**src/inc/frl_defs.svh**
```systemverilog
// constants of the flash read limit and timing block: offsets, fields, resets, timing
// assumes a 50 MHz system clock and byte-wide flash behind the block
`ifndef FRL_DEFS_SVH
`define FRL_DEFS_SVH

// register indices; byte address is four times the index
`define FRL_IDX_STORE 8'h8f
`define FRL_IDX_TIMING 8'hb6
`define FRL_IDX_LIMIT 8'hb7
`define FRL_IDX_STATUS 8'hc0

`define FRL_TIMING_RESET 8'h0f
`define FRL_LIMIT_RESET 8'h00
`define FRL_STORE_RESET 2'h0

`define FRL_TM_ONESHOT 7
`define FRL_TM_READ_ALWAYS 6
`define FRL_PRESC_OFF 4'hf
`define FRL_PRESC_MAX 4'ha
`define FRL_ST_WRITE_EN 0
`define FRL_ST_ERASE_EN 1

`define FRL_LOCK_WE_ADDR 16'h7dfe
`define FRL_LOCK_RD_ADDR 16'h7dff
`define FRL_LOCK_SECTOR 7'h3e

`define FRL_BASE_PERIOD_NS 20000
`define FRL_WRITE_TIME_NS 40000
`define FRL_ERASE_TIME_NS 10000000
`define FRL_WRITE_TICKS (`FRL_WRITE_TIME_NS / `FRL_BASE_PERIOD_NS)
`define FRL_ERASE_TICKS (`FRL_ERASE_TIME_NS / `FRL_BASE_PERIOD_NS)

`define FRL_RESP_OKAY 2'b00
`define FRL_RESP_SLVERR 2'b10

`endif

```
**src/inc/frl_pkg.sv**
```systemverilog
// types of the flash read limit and timing block
// assumes frl_defs.svh is included by the modules for constants
package frl_pkg;
    typedef enum logic [1:0] {
        OP_NONE = 2'b00,
        OP_PROG = 2'b01,
        OP_SECTOR = 2'b11,
        OP_MASS = 2'b10
    } frl_op_t;

    typedef enum logic {
        T_IDLE = 1'b0,
        T_RUN = 1'b1
    } frl_tstate_t;
endpackage

```
**src/frl_timer.sv**
```systemverilog
// write and erase duration timer scaled by the prescaler code
// assumes start only arrives while busy is low
`timescale 1ns/1ps
`default_nettype none
`include "frl_defs.svh"
module frl_timer (
    input wire logic aclk,
    input wire logic aresetn,
    input wire logic start,
    input wire logic long_op,
    input wire logic [3:0] prescale,
    output logic busy,
    output logic last
);
    frl_pkg::frl_tstate_t state_q;
    logic [19:0] cnt_q;
    logic [3:0] shift;
    logic [19:0] dur;

    // each code up to FRL_PRESC_MAX doubles the clock range, so doubles the cycles per base period; higher codes act as FRL_PRESC_MAX
    // prescaled duration
    always_comb begin
        shift = (prescale > `FRL_PRESC_MAX) ? `FRL_PRESC_MAX : prescale;
        dur = (long_op ? 20'(`FRL_ERASE_TICKS) : 20'(`FRL_WRITE_TICKS)) << shift;
    end

    always_ff @(posedge aclk) begin
        if (!aresetn) begin
            state_q <= frl_pkg::T_IDLE;
            cnt_q <= 20'h0;
        end else begin
            case (state_q)
                frl_pkg::T_IDLE: begin
                    if (start) begin
                        state_q <= frl_pkg::T_RUN;
                        cnt_q <= dur - 20'h1;
                    end
                end
                frl_pkg::T_RUN: begin
                    if (cnt_q == 20'h0) begin
                        state_q <= frl_pkg::T_IDLE;
                    end else begin
                        cnt_q <= cnt_q - 20'h1;
                    end
                end
                default: state_q <= frl_pkg::T_IDLE;
            endcase
        end
    end

    assign busy = (state_q == frl_pkg::T_RUN);
    assign last = busy && (cnt_q == 20'h0);
endmodule // frl_timer
`default_nettype wire

```
**src/frl_top.sv**
```systemverilog
// flash access guard and timing control with an axi4-lite register slave
// assumes flash_rdata is valid in the cycle of rd_req and the core honours cpu_stall_q
`timescale 1ns/1ps
`default_nettype none
`include "frl_defs.svh"
module frl_top (
    input wire logic aclk,
    input wire logic aresetn,
    input wire logic [11:0] awaddr,
    input wire logic awvalid,
    output logic awready,
    input wire logic [31:0] wdata,
    input wire logic [3:0] wstrb,
    input wire logic wvalid,
    output logic wready,
    output logic [1:0] bresp,
    output logic bvalid,
    input wire logic bready,
    input wire logic [11:0] araddr,
    input wire logic arvalid,
    output logic arready,
    output logic [31:0] rdata,
    output logic [1:0] rresp,
    output logic rvalid,
    input wire logic rready,
    input wire logic [15:0] cur_pc,
    input wire logic rd_req,
    input wire logic rd_is_fetch,
    input wire logic [15:0] rd_addr,
    input wire logic [7:0] flash_rdata,
    output logic rd_valid_q,
    output logic [7:0] rd_data_q,
    input wire logic wr_req,
    input wire logic [15:0] wr_addr,
    input wire logic [7:0] wr_data,
    input wire logic tp_erase_req,
    input wire logic [15:0] tp_erase_addr,
    output logic fl_cmd_valid_q,
    output frl_pkg::frl_op_t fl_cmd_q,
    output logic [15:0] fl_addr_q,
    output logic [7:0] fl_wdata_q,
    output logic cpu_stall_q,
    output logic oneshot_timer_en_q,
    output logic read_always_en_q
);
    function automatic logic is_lock_byte(input logic [15:0] a);
        return (a == `FRL_LOCK_WE_ADDR) || (a == `FRL_LOCK_RD_ADDR);
    endfunction

    function automatic logic in_lock_sector(input logic [15:0] a);
        return a[15:9] == `FRL_LOCK_SECTOR;
    endfunction

    function automatic logic valid_index(input logic [11:0] a, input logic [7:0] idx);
        return (a[11:10] == 2'b00) && (a[9:2] == idx);
    endfunction

    logic [7:0] read_limit_high_byte_q;
    logic limit_written_q;
    logic [3:0] write_erase_prescale_q;
    logic [1:0] store_ctrl_q;
    logic [15:0] software_read_limit;
    logic aw_held_q, w_held_q, awready_q, wready_q, bvalid_q, arready_q, rvalid_q;
    logic [11:0] awaddr_q;
    logic [31:0] wdata_q;
    logic wstrb0_q;
    logic [31:0] rdata_q;
    logic [1:0] bresp_q, rresp_q;
    logic do_write;
    logic timer_busy, timer_last;
    logic rd_upper, rd_below, rd_block;
    logic wr_upper, wr_below, fw_ok, fw_erase, tp_go, fw_go;
    logic [31:0] rd_word;
    logic rd_hit;
    localparam logic [7:0] timing_rst = `FRL_TIMING_RESET;

    assign software_read_limit = {read_limit_high_byte_q, 8'h00};

    // write path: address and data taken in either order, response after both
    assign do_write = aw_held_q && w_held_q && !bvalid_q;

    always_ff @(posedge aclk) begin
        if (!aresetn) begin
            aw_held_q <= 1'b0;
            awready_q <= 1'b0;
            awaddr_q <= 12'h0;
        end else if (awvalid && awready_q) begin
            aw_held_q <= 1'b1;
            awready_q <= 1'b0;
            awaddr_q <= awaddr;
        end else if (do_write || !aw_held_q) begin
            aw_held_q <= 1'b0;
            awready_q <= 1'b1;
        end
    end

    always_ff @(posedge aclk) begin
        if (!aresetn) begin
            w_held_q <= 1'b0;
            wready_q <= 1'b0;
            wdata_q <= 32'h0;
            wstrb0_q <= 1'b0;
        end else if (wvalid && wready_q) begin
            w_held_q <= 1'b1;
            wready_q <= 1'b0;
            wdata_q <= wdata;
            wstrb0_q <= wstrb[0];
        end else if (do_write || !w_held_q) begin
            w_held_q <= 1'b0;
            wready_q <= 1'b1;
        end
    end

    always_ff @(posedge aclk) begin
        if (!aresetn) begin
            bvalid_q <= 1'b0;
            bresp_q <= `FRL_RESP_OKAY;
        end else if (do_write) begin
            bvalid_q <= 1'b1;
            bresp_q <= (valid_index(awaddr_q, `FRL_IDX_STORE) ||
                        valid_index(awaddr_q, `FRL_IDX_TIMING) ||
                        valid_index(awaddr_q, `FRL_IDX_LIMIT) ||
                        valid_index(awaddr_q, `FRL_IDX_STATUS)) ?
                       `FRL_RESP_OKAY : `FRL_RESP_SLVERR;
        end else if (bready) begin
            bvalid_q <= 1'b0;
        end
    end

    // timing fields; bits 5:4 have no storage
    always_ff @(posedge aclk) begin
        if (!aresetn) begin
            oneshot_timer_en_q <= timing_rst[`FRL_TM_ONESHOT];
            read_always_en_q <= timing_rst[`FRL_TM_READ_ALWAYS];
            write_erase_prescale_q <= timing_rst[3:0];
        end else if (do_write && wstrb0_q && valid_index(awaddr_q, `FRL_IDX_TIMING)) begin
            oneshot_timer_en_q <= wdata_q[`FRL_TM_ONESHOT];
            read_always_en_q <= wdata_q[`FRL_TM_READ_ALWAYS];
            write_erase_prescale_q <= wdata_q[3:0];
        end
    end

    always_ff @(posedge aclk) begin
        if (!aresetn) begin
            read_limit_high_byte_q <= `FRL_LIMIT_RESET;
            limit_written_q <= 1'b0;
        end else if (do_write && wstrb0_q && valid_index(awaddr_q, `FRL_IDX_LIMIT)
                     && !limit_written_q) begin
            read_limit_high_byte_q <= wdata_q[7:0];
            limit_written_q <= 1'b1;
        end
    end

    always_ff @(posedge aclk) begin
        if (!aresetn) begin
            store_ctrl_q <= `FRL_STORE_RESET;
        end else if (do_write && wstrb0_q && valid_index(awaddr_q, `FRL_IDX_STORE)) begin
            store_ctrl_q <= wdata_q[1:0];
        end
    end

    // read path
    always_comb begin
        rd_word = 32'h0;
        rd_hit = 1'b1;
        if (valid_index(araddr, `FRL_IDX_STORE)) begin
            rd_word = {30'h0, store_ctrl_q};
        end else if (valid_index(araddr, `FRL_IDX_TIMING)) begin
            rd_word = {24'h0, oneshot_timer_en_q, read_always_en_q, 2'b00,
                       write_erase_prescale_q};
        end else if (valid_index(araddr, `FRL_IDX_LIMIT)) begin
            rd_word = {24'h0, read_limit_high_byte_q};
        end else if (valid_index(araddr, `FRL_IDX_STATUS)) begin
            rd_word = {30'h0, timer_busy, limit_written_q};
        end else begin
            rd_hit = 1'b0;
        end
    end

    always_ff @(posedge aclk) begin
        if (!aresetn) begin
            arready_q <= 1'b0;
            rvalid_q <= 1'b0;
            rdata_q <= 32'h0;
            rresp_q <= `FRL_RESP_OKAY;
        end else if (arvalid && arready_q) begin
            arready_q <= 1'b0;
            rvalid_q <= 1'b1;
            rdata_q <= rd_word;
            rresp_q <= rd_hit ? `FRL_RESP_OKAY : `FRL_RESP_SLVERR;
        end else if (rvalid_q && rready) begin
            rvalid_q <= 1'b0;
            arready_q <= 1'b1;
        end else if (!rvalid_q) begin
            arready_q <= 1'b1;
        end
    end

    assign awready = awready_q;
    assign wready = wready_q;
    assign bvalid = bvalid_q;
    assign bresp = bresp_q;
    assign arready = arready_q;
    assign rvalid = rvalid_q;
    assign rdata = rdata_q;
    assign rresp = rresp_q;

    // partitions from instruction and operand addresses
    assign rd_upper = cur_pc >= software_read_limit;
    assign rd_below = rd_addr < software_read_limit;
    assign wr_upper = cur_pc >= software_read_limit;
    assign wr_below = wr_addr < software_read_limit;

    // only data reads are masked; lock bytes stay visible
    assign rd_block = rd_upper && rd_below && !rd_is_fetch && !is_lock_byte(rd_addr);

    always_ff @(posedge aclk) begin
        if (!aresetn) begin
            rd_valid_q <= 1'b0;
            rd_data_q <= 8'h00;
        end else begin
            rd_valid_q <= rd_req;
            if (rd_req) begin
                rd_data_q <= rd_block ? 8'h00 : flash_rdata;
            end
        end
    end

    assign fw_erase = store_ctrl_q[`FRL_ST_ERASE_EN];
    assign fw_ok = store_ctrl_q[`FRL_ST_WRITE_EN]
                   && (write_erase_prescale_q != `FRL_PRESC_OFF)
                   && !(wr_upper && wr_below && !is_lock_byte(wr_addr))
                   && !(fw_erase && in_lock_sector(wr_addr));
    // test port wins; a request during a running operation is dropped
    assign tp_go = tp_erase_req && !timer_busy;
    assign fw_go = wr_req && fw_ok && !timer_busy && !tp_erase_req;

    // lock sector only erased from the test port
    always_ff @(posedge aclk) begin
        if (!aresetn) begin
            fl_cmd_valid_q <= 1'b0;
            fl_cmd_q <= frl_pkg::OP_NONE;
            fl_addr_q <= 16'h0;
            fl_wdata_q <= 8'h00;
        end else begin
            fl_cmd_valid_q <= tp_go || fw_go;
            if (tp_go) begin
                fl_cmd_q <= is_lock_byte(tp_erase_addr) ? frl_pkg::OP_MASS : frl_pkg::OP_SECTOR;
                fl_addr_q <= {tp_erase_addr[15:9], 9'h000};
            end else if (fw_go) begin
                fl_cmd_q <= fw_erase ? frl_pkg::OP_SECTOR : frl_pkg::OP_PROG;
                fl_addr_q <= fw_erase ? {wr_addr[15:9], 9'h000} : wr_addr;
                fl_wdata_q <= wr_data;
            end else begin
                fl_cmd_q <= frl_pkg::OP_NONE;
            end
        end
    end

    frl_timer u_timer (
        .aclk(aclk),
        .aresetn(aresetn),
        .start(tp_go || fw_go),
        .long_op(tp_go || fw_erase),
        .prescale(write_erase_prescale_q),
        .busy(timer_busy),
        .last(timer_last)
    );

    always_ff @(posedge aclk) begin
        if (!aresetn) begin
            cpu_stall_q <= 1'b0;
        end else begin
            cpu_stall_q <= tp_go || fw_go || (timer_busy && !timer_last);
        end
    end
endmodule // frl_top
`default_nettype wire
```
**config.mk**
```make
export PLATFORM = sky130hd
export DESIGN_NAME = frl_top
export DESIGN_NICKNAME = d
export VERILOG_FILES = /design/src/inc/frl_pkg.sv /design/src/frl_timer.sv /design/src/frl_top.sv
export VERILOG_INCLUDE_DIRS = /design/src /design/src/inc
export SDC_FILE = /design/constraint.sdc
export NUM_CORES = 1
export LEC_CHECK = 0
export BUFFER_PORTS_ARGS = -buffer_cell sky130_fd_sc_hd__buf_2
export CAP_MARGIN = 30
export CORE_MARGIN = 3
export CORE_UTILIZATION = 33
export CTS_CLUSTER_DIAMETER = 150
export CTS_CLUSTER_SIZE = 30
export DETAILED_ROUTE_END_ITERATION = 10
export REMOVE_ABC_BUFFERS = 1
export SLEW_MARGIN = 20
export SYNTH_ARGS = -nofsm -noshare
export SYNTH_HDL_FRONTEND = slang
export SYNTH_HIERARCHICAL = 1
export SYNTH_SLANG_ARGS = --single-unit
```
**constraint.sdc**
```tcl
create_clock -name aclk -period 4 [get_ports aclk]
set_input_delay 0.8 -clock aclk [delete_from_list [all_inputs] [get_ports aclk]]
set_output_delay 0.8 -clock aclk [all_outputs]
set_load 0.05 [all_outputs]
```
**Word level (Yosys, flattened, before mapping)**

Cells that the tools add are included.

- $add $sub $neg: 2
- Multipliers: 0
- Div/mod/pow operators: 0
- Order comparisons: 4
- Equality and inequality tests: 19
- Shift-type cells: 1
- Muxes and demuxes: 36
- Bitwise operators: 3
- Reduce and logical (&&, ||, !) cells: 71

Operators by type and width:

| operator | number |
|---|---|
| $eq 16x15->1 const B | 6 |
| $eq 8x8->1 const B | 8 |
| $mux 20 | 2 |
| $pmux 20 s2 | 1 |
| $sub 20x1->20 const B | 2 |
| $logic_and 1x1->1 | 34 |
| $lt 16x16->1 | 2 |
| $mux 16 | 2 |
| $mux 8 | 4 |
| $logic_not 20->1 | 1 |
| $shl 20x4->20 | 1 |
| $mux 9 | 2 |
| $mux 1 | 17 |
| $ge 16x16->1 | 1 |
| $logic_not 1->1 | 12 |
| $mux 2 | 6 |
| $logic_or 1x1->1 | 11 |
| $reduce_bool 2->1 | 5 |
| $reduce_or 2->1 | 4 |
| $eq 7x6->1 const B | 1 |
| $gt 4x4->1 const B | 1 |
| $logic_not 2->1 | 2 |
| $mux 4 | 1 |
| $ne 2x1->1 const B | 2 |
| 5 further kinds | 8 |

- Register bits: 139
- Bits in latches: 0
- Bits in writable memories: 0
- Bits in read-only memories: 0
- Output and inout bits: 80
- Word-level logic and storage cells: 165
- Memories kept: 0

**Logic depth before layout (Yosys ltp)**

Gate-level depths: netlist (run 1).

- Word-level depth: 13
- Depth in mapped cells: 15
- Mapped depth without buffers: 13

**Modules after synthesis**

Netlist (run 1), hierarchy kept.

Modules (own cells, without submodules):

| module | times used | cells each | area an instance (sq um) |
|---|---|---|---|
| frl_top | 1 | 520 | 4463.0 |
| frl_timer | 1 | 263 | 2025.7 |

**Least setup slack after synthesis (run 1)**

No wires, ideal clock.

- Path type: in2reg
- From: in wr_addr[13]
- To: reg u_timer.cnt_q[14]
- Setup time: 0.086 ns
- Data arrival time: 3.153 ns
- Slack: 0.761 ns
- Stages: 13
- Buffers on the path: 1
- Cell sequence: ha_1 > a211oi_1 > nor2_1 > a211oi_1 > o211ai_2 > a21oi_2 > inv_1 > or2_4 > o21a_1 > clkbuf_1 > and3_1 > and4b_1 > a211oi_1

- Longest elaborated chain between the ends: 13
- Elaborated cells between the ends (all ways): 19
- Classes of those cells: order compare (1); eq/ne (4); reduce/logical (14)

Ends and longest elaborated chain:

| item | RTL line | RTL |
|---|---|---|
| from (decl) | frl_top.sv:34 | `input wire logic [15:0] wr_addr,` |
| branches (longest 6 deep; another with $lt 16x16->1) | -- |  |
| $logic_and 1x1->1 (*) | frl_top.sv:230 | `` assign fw_ok = store_ctrl_q[`FRL_ST_WRITE_EN] `` |
| $logic_and 1x1->1 (*) (3 in series) | frl_top.sv:236 | `assign fw_go = wr_req && fw_ok && !timer_busy && !tp_erase_req;` |
| $logic_or 1x1->1 (*) | frl_top.sv:263 | `.start(tp_go \|\| fw_go),` |
| $ne 2x1->1 (no source line) (*) | -- |  |
| $reduce_and 2->1 (no source line) (*) | -- |  |
| to (signal assigned) | frl_timer.sv:36 | `cnt_q <= dur - 20'h1;` |
| to (signal assigned) | frl_timer.sv:43 | `cnt_q <= cnt_q - 20'h1;` |
| to (decl) | frl_timer.sv:16 | `logic [19:0] cnt_q;` |

Every way passes the cells marked *.
A chain may end at the register's enable or synchronous reset.

**Final worst setup path (run 1)**

- From: in wr_addr[13]
- To: reg u_timer.cnt_q[15]

The elaborated chain is that of the path after synthesis.

==> flow_summary.ini, run 1 <==
[cells_and_area]
n_fill_cell = 2007
final_common_cell = buf_2
fin_util = 0.4084
drive_gt1_frac = 0.2593
regArea_um2 = 2222
nets = 1117
final_cells = 1205
area_growth_pct = 19.69
final_cell_mix = buf_2, dfxtp_1, nand2_1
diodes = 0
multiInputGateArea_um2 = 3841

[setup_path]
crit_path_frequent_cell = a211oi_1
cp_cell_sequence = buf_2, ha_1, a211oi_1, nor2_1, a211oi_1, o211ai_2, a21oi_2, inv_1, or2_4, o21a_1, buf_4, and3_1, a211oi_1
critical_path_required_ns = 4.27
arrival_ns = 3.51
cp_slowest_stage_delay_ns = 0.39
crit_type = primary input to flip-flop
cp_max_fo = 15
cp-start-kind = primary input
crit_path_end_kind = flip-flop
worst-path-buf-inv = 3
critical-path-top-delay-family = compound AO/OA/AOI/OAI gates
slowest_stage = a211oi_1

[yosys]
synth_edf_count = 0
seq_area_frac_synth = 0.3425
ys_seq_elements = 111
avgSynthCellArea_um2 = 8.287
synthCells = 783
ys.warnings.count = 6
synth_area_um2 = 6489
synth_ff_type = dfxtp_1
synth.distinct_cells = 91
synthArstFlopShare = 0

[timing]
finalClockSkew_ns = 0.01275
rsz0062_at_grt = false
setup_viol = 0
fmax_ghz = 0.3086
slew-limit-headroom = 0.5050
tns_ns = 0
fin_crit_ns = 3.240
drv_slew = 0
final_hold_viol_count = 0
worstMarginPinSlew_ns = 0.7424
post-route-period-util = 0.8101

[placed_design]
gp_congestion = 0.8423
hpwl_mm = 14.32
io_buffer_count = 171
dp_cells = 1188

[detailed_routing]
vias_per_cell = 5.218
num_vias = 6288
wl_per_cell_um = 15.99
wirelength_mm = 19.27
drt_iter0_markers = 453
dr.pass1.iters = 5
ant_nets = 0
route.detailed.drc = 0

[pwr]
peakVddDrop_uv = 204.6
power_density_nw_per_um2 = 352.9
total_power_mw = 2.741
p_leak_nw = 3.230

[clocking]
clk_pin_slew_worst_paths_ns = 0.08
postCtsSetupBuffers = 0
cts-resized-gates = 0
cts_htree_levels = 3
cts_tree = built
clockBufferDepth = 2
root_buffer = clkbuf_16
cts.hold.buffers_added = 0
cts.sinks = 111
clk_latency_ns = 0.36
numCtsBuffers = 9

[floorplan]
fp.dieH_um = 146.2
placementRows = 50
die_area_um2 = 21380
die_w_um = 146.2
start_util = 0.3412
ios = 231
coreArea_um2 = 19020

[grt]
grt_pass1_vias = 5867
grt-ovfl-total = 0
track_usage = 0.1733
grt_pass1_wl_mm = 30.82
grt_max_degree = 51
antenna_found_initial = 0

[hold_path]
min_path_type = flip-flop to flip-flop

[job]
maxCapViolCount = 0

[status]
status = complete, no violations
## state kept, by name (all words and copies together) (netlist names), 2 cells and up
register	cells
rd_data_q	8
write_erase_prescale_q	4
wdata_q	8
fl_wdata_q	8
fl_addr_q	16
read_limit_high_byte_q	8
u_timer/cnt_q	20
store_ctrl_q	2
rdata	8
awaddr_q	10
fl_cmd_q	2
## final timing paths
path	depth (start not counted)	slack [ns]	from	end
worst min register to register	2	0.46	awaddr_q[11]	awaddr_q[11]
worst min-delay path	2	0.46	awaddr_q[11]	awaddr_q[11]
worst max-delay path	13	0.76	wr_addr[13]	u_timer/cnt_q[15]
worst max register to register	13	0.84	read_limit_high_byte_q[5]	u_timer/cnt_q[15]
## cell usage after synthesis, types with 6 or more instances
master	instances	area share
mux2i_1	21	0.032
o211ai_1	6	0.0069
dfxtp_1	111	0.34
nand4_1	16	0.015
o21ai_0	41	0.032
nor2_1	48	0.028
o31ai_1	8	0.0093
nand2b_1	17	0.016
a211oi_1	7	0.0081
a31oi_1	8	0.0077
a22oi_1	6	0.0069
nor4_1	8	0.0077
inv_1	19	0.011
nand3_1	47	0.036
o21ai_1	9	0.0069
a21o_1	6	0.0069
nand2_1	99	0.057
and2_1	6	0.0058
buf_4	31	0.036
ha_1	26	0.050
clkbuf_1	16	0.0093
buf_6	8	0.014
nor3_1	11	0.0085
buf_1	6	0.0035
o21a_1	6	0.0069
a21oi_1	74	0.057
## through the flow
step	worst slack (ns)	cell area (µm²)	hold WS, ns
finish	0.7596	7766	0.4587
global route	0.5201	7766	0.4855
CTS	0.8141	7746	0.4591
detailed placement	0.4426	7443	0.4474
global placement	0.4556	7443	0.4447
floorplan	0.3336	6142	0.4360
## metal layers
metal  vias up  GRT usage  part of all wire  wire (µm)
met1      2943     0.2417              0.47       9102
met4         0    0.04186             0.014        279
met5         -          0                 0          0
met3        20    0.03011             0.051        987
li1       3144          -                 -          -
met2       181     0.2799              0.46       8903
## power by group
part / total (mW) / switching (mW) / internal (mW)
Combinational: 0.619 / 0.409 / 0.210
Clock: 0.912 / 0.455 / 0.457
Sequential: 1.21 / 0.0479 / 1.16
Total: 2.74 / 0.912 / 1.83
## kinds of logic (layout without fill, tap and decap cells)
| logic type | Yosys count | after routing | synth area share |
|---|---|---|---|
| xor gates and xnor gates | 4 | 4 | 0.005400 |
| AOI/OAI and AO/OA | 227 | 227 | 0.2360 |
| and+or+nand+nor | 304 | 304 | 0.2509 |
| adders and majority gates | 26 | 26 | 0.05013 |
| other | 1 | 26 | 0.0005779 |
| DFF | 111 | 111 | 0.3425 |
| buffers and inverters | 88 | 225 | 0.08002 |
| muxes | 22 | 22 | 0.03452 |
## cell type report
| type | count | area share |
|---|---|---|
| well taps | 260 | 0.04189 |
| repair buffers | 188 | 0.1282 |
| flip-flops and latches | 111 | 0.2861 |
| multi-input cells | 609 | 0.4946 |
| inverters | 21 | 0.01015 |
| clock inverters | 6 | 0.008217 |
| clock buffers | 10 | 0.03077 |
## worst reg2reg max path, stage by stage (launching register included)
cell,delay (ns)
dfxtp_1,0.37
inv_1,0.12
ha_1,0.31
a211oi_1,0.20
nor2_1,0.08
a211oi_1,0.39
o211ai_2,0.19
a21oi_2,0.21
inv_1,0.06
or2_4,0.24
o21a_1,0.27
buf_4,0.28
and3_1,0.15
a211oi_1,0.21
Power figures use the tool's default switching activity.
==> run 2: changes to the inputs <==
- ABC_AREA: not set -> 1
- clock period: 4 -> 3.3 ns (I/O delays scaled with it)
==> flow_summary.ini, run 2 <==
[floorplan]
ios = 231
die_w_um = 146.4
fp.dieH_um = 146.4
die_area_um2 = 21440
placementRows = 50
start_util = 0.3422
coreArea_um2 = 19020

[pwr]
power_density_nw_per_um2 = 429.1
peakVddDrop_uv = 233.7
p_leak_nw = 3.858
total_power_mw = 3.361

[clocking]
clockBufferDepth = 2
clk_pin_slew_worst_paths_ns = 0.08
postCtsSetupBuffers = 0
cts-resized-gates = 0
cts.sinks = 111
cts.hold.buffers_added = 0
root_buffer = clkbuf_16
cts_htree_levels = 3
numCtsBuffers = 9
clk_latency_ns = 0.36
cts_tree = built

[yosys]
synth_edf_count = 0
synth_area_leader_cell = dfxtp_1
avgSynthCellArea_um2 = 6.787
synthArstFlopShare = 0
yosysTopAreaCellShare = 0.3414
ys_seq_elements = 111
synth.distinct_cells = 49
synthCells = 959
synth_commonest_cells = nand2_1, inv_1, dfxtp_1, nor2_1, a21oi_1
synth_area_leaders = dfxtp_1, nand2_1, inv_1, a21oi_1, nor2_1
synth_area_um2 = 6509
ys.warnings.count = 6
synth_ff_type = dfxtp_1
seq_area_frac_synth = 0.3414
synth_most_common_cell = nand2_1

[cells_and_area]
top_register = u_timer/cnt_q
diodes = 0
final_area_um2 = 7834
nets = 1303
area_growth_pct = 20.36
final_cells = 1391
largest_reg_flops = 20
final_cell_mix = nand2_1, buf_2, inv_1
final_common_cell = nand2_1
drive_gt1_frac = 0.2325
n_fill_cell = 2078
reg_top3 = u_timer/cnt_q (20), fl_addr_q (16), awaddr_q (10)

[detailed_routing]
vias_per_cell = 4.701
drt_iter0_markers = 312
ant_nets = 0
wirelength_mm = 18.92
dr.pass1.iters = 5
num_vias = 6539
route.detailed.drc = 0
wl_per_cell_um = 13.60

[timing]
slew-limit-headroom = 0.5067
setup_viol = 0
fin_crit_ns = 2.674
drv_slew = 0
finalClockSkew_ns = 0.008951
worstMarginPinSlew_ns = 0.7372
tns_ns = 0
fmax_ghz = 0.3739
rsz0062_at_grt = false
final_hold_viol_count = 0
post-route-period-util = 0.8104

[placed_design]
io_buffer_count = 171
dp_cells = 1375
gp_congestion = 0.8917
hpwl_mm = 14.66
dpl-instance-area_um2 = 7536

[grt]
grt-ovfl-total = 0
grt_pass1_vias = 5995
grt_pass1_wl_mm = 30.39
antenna_found_initial = 0
grt_max_degree = 52
track_usage = 0.1735

[hold_path]
min_path_type = flip-flop to flip-flop

[setup_path]
cp_max_fo = 13
crit_path_end_kind = flip-flop
cp-start-kind = flip-flop
crit_type = flip-flop to flip-flop
arrival_ns = 2.98
critical_path_required_ns = 3.60

[status]
status = complete, no violations

[job]
maxCapViolCount = 0
## run 2: changes by cell type in the layout (fill, tap and decap cells not counted), moves of 17 or more
cell	delta
inv_1	+97
mux2i_1	-21
nand2_1	+118
nand2b_1	-17
nor2_1	+56
o21ai_0	+22
## run 2: where the power goes
group	switching, mW	internal, mW	leakage [nW]	total (mW)
logic	0.526	0.237	2.81	0.763
registers	0.0435	1.41	0.908	1.46
clock network	0.543	0.599	0.138	1.14
## run 2: layer usage
layer / global-route usage / routed length, µm / up-vias
li1: - / - / 3404
met1: 0.2222 / 8705 / 2909
met2: 0.2931 / 8740 / 204
met3: 0.03880 / 1154 / 22
met4: 0.05033 / 318 / 0
met5: 0 / 0 / -
## run 2: cell families after synthesis
kind of cell | count (synthesis) | synth area share
other | 1 | 0.0005761
and+or+nand+nor | 468 | 0.3331
xor gates and xnor gates | 2 | 0.002692
AOI/OAI and AO/OA | 174 | 0.1490
DFF | 111 | 0.3414
buffers and inverters | 177 | 0.1232
adders and majority gates | 26 | 0.04998
## run 2: cell type report
cell class / instances / area (µm²) / area share
Clock inverter: 5 / 65.06 / 0.008305
Timing Repair Buffer: 181 / 930.9 / 0.1188
Inverter: 127 / 479.2 / 0.06117
Tap cell: 260 / 325.3 / 0.04153
Sequential cell: 111 / 2222 / 0.2837
Clock buffer: 11 / 232.7 / 0.02971
Multi-Input combinational cell: 696 / 3578 / 0.4568
## run 2: through the flow
step	setup WS (ns)	utilization	hold slack (ns)
detailed placement	0.3419	0.3963	0.4352
CTS	0.6683	0.4119	0.4472
global placement	0.3545	0.3963	0.4289
global route	0.3631	0.4119	0.4653
finish	0.6257	0.4119	0.4455
floorplan	-0.1345	-	0.4294
## run 2: critical path: stages, from the launching register on
cell     delay [ns]
dfxtp_1        0.72
inv_2          0.11
a21oi_1        0.14
nor2_1         0.07
inv_1          0.08
ha_1           0.26
nand2_1        0.14
o21ai_1        0.11
inv_1          0.08
nand2_1        0.07
nor2_2         0.14
nand2_1        0.13
nor2_1         0.29
nand2_1        0.09
nand3_1        0.09
nand2_1        0.05
inv_1          0.05
## run 2: final timing paths
check | startpoint | cells after the start | end | slack, ns
max | write_erase_prescale_q[3] | 16 | u_timer/cnt_q[10] | 0.63
min | fl_wdata_q[1] | 2 | fl_wdata_q[1] | 0.45
max reg2reg | write_erase_prescale_q[3] | 16 | u_timer/cnt_q[10] | 0.63
min reg2reg | fl_wdata_q[1] | 2 | fl_wdata_q[1] | 0.45
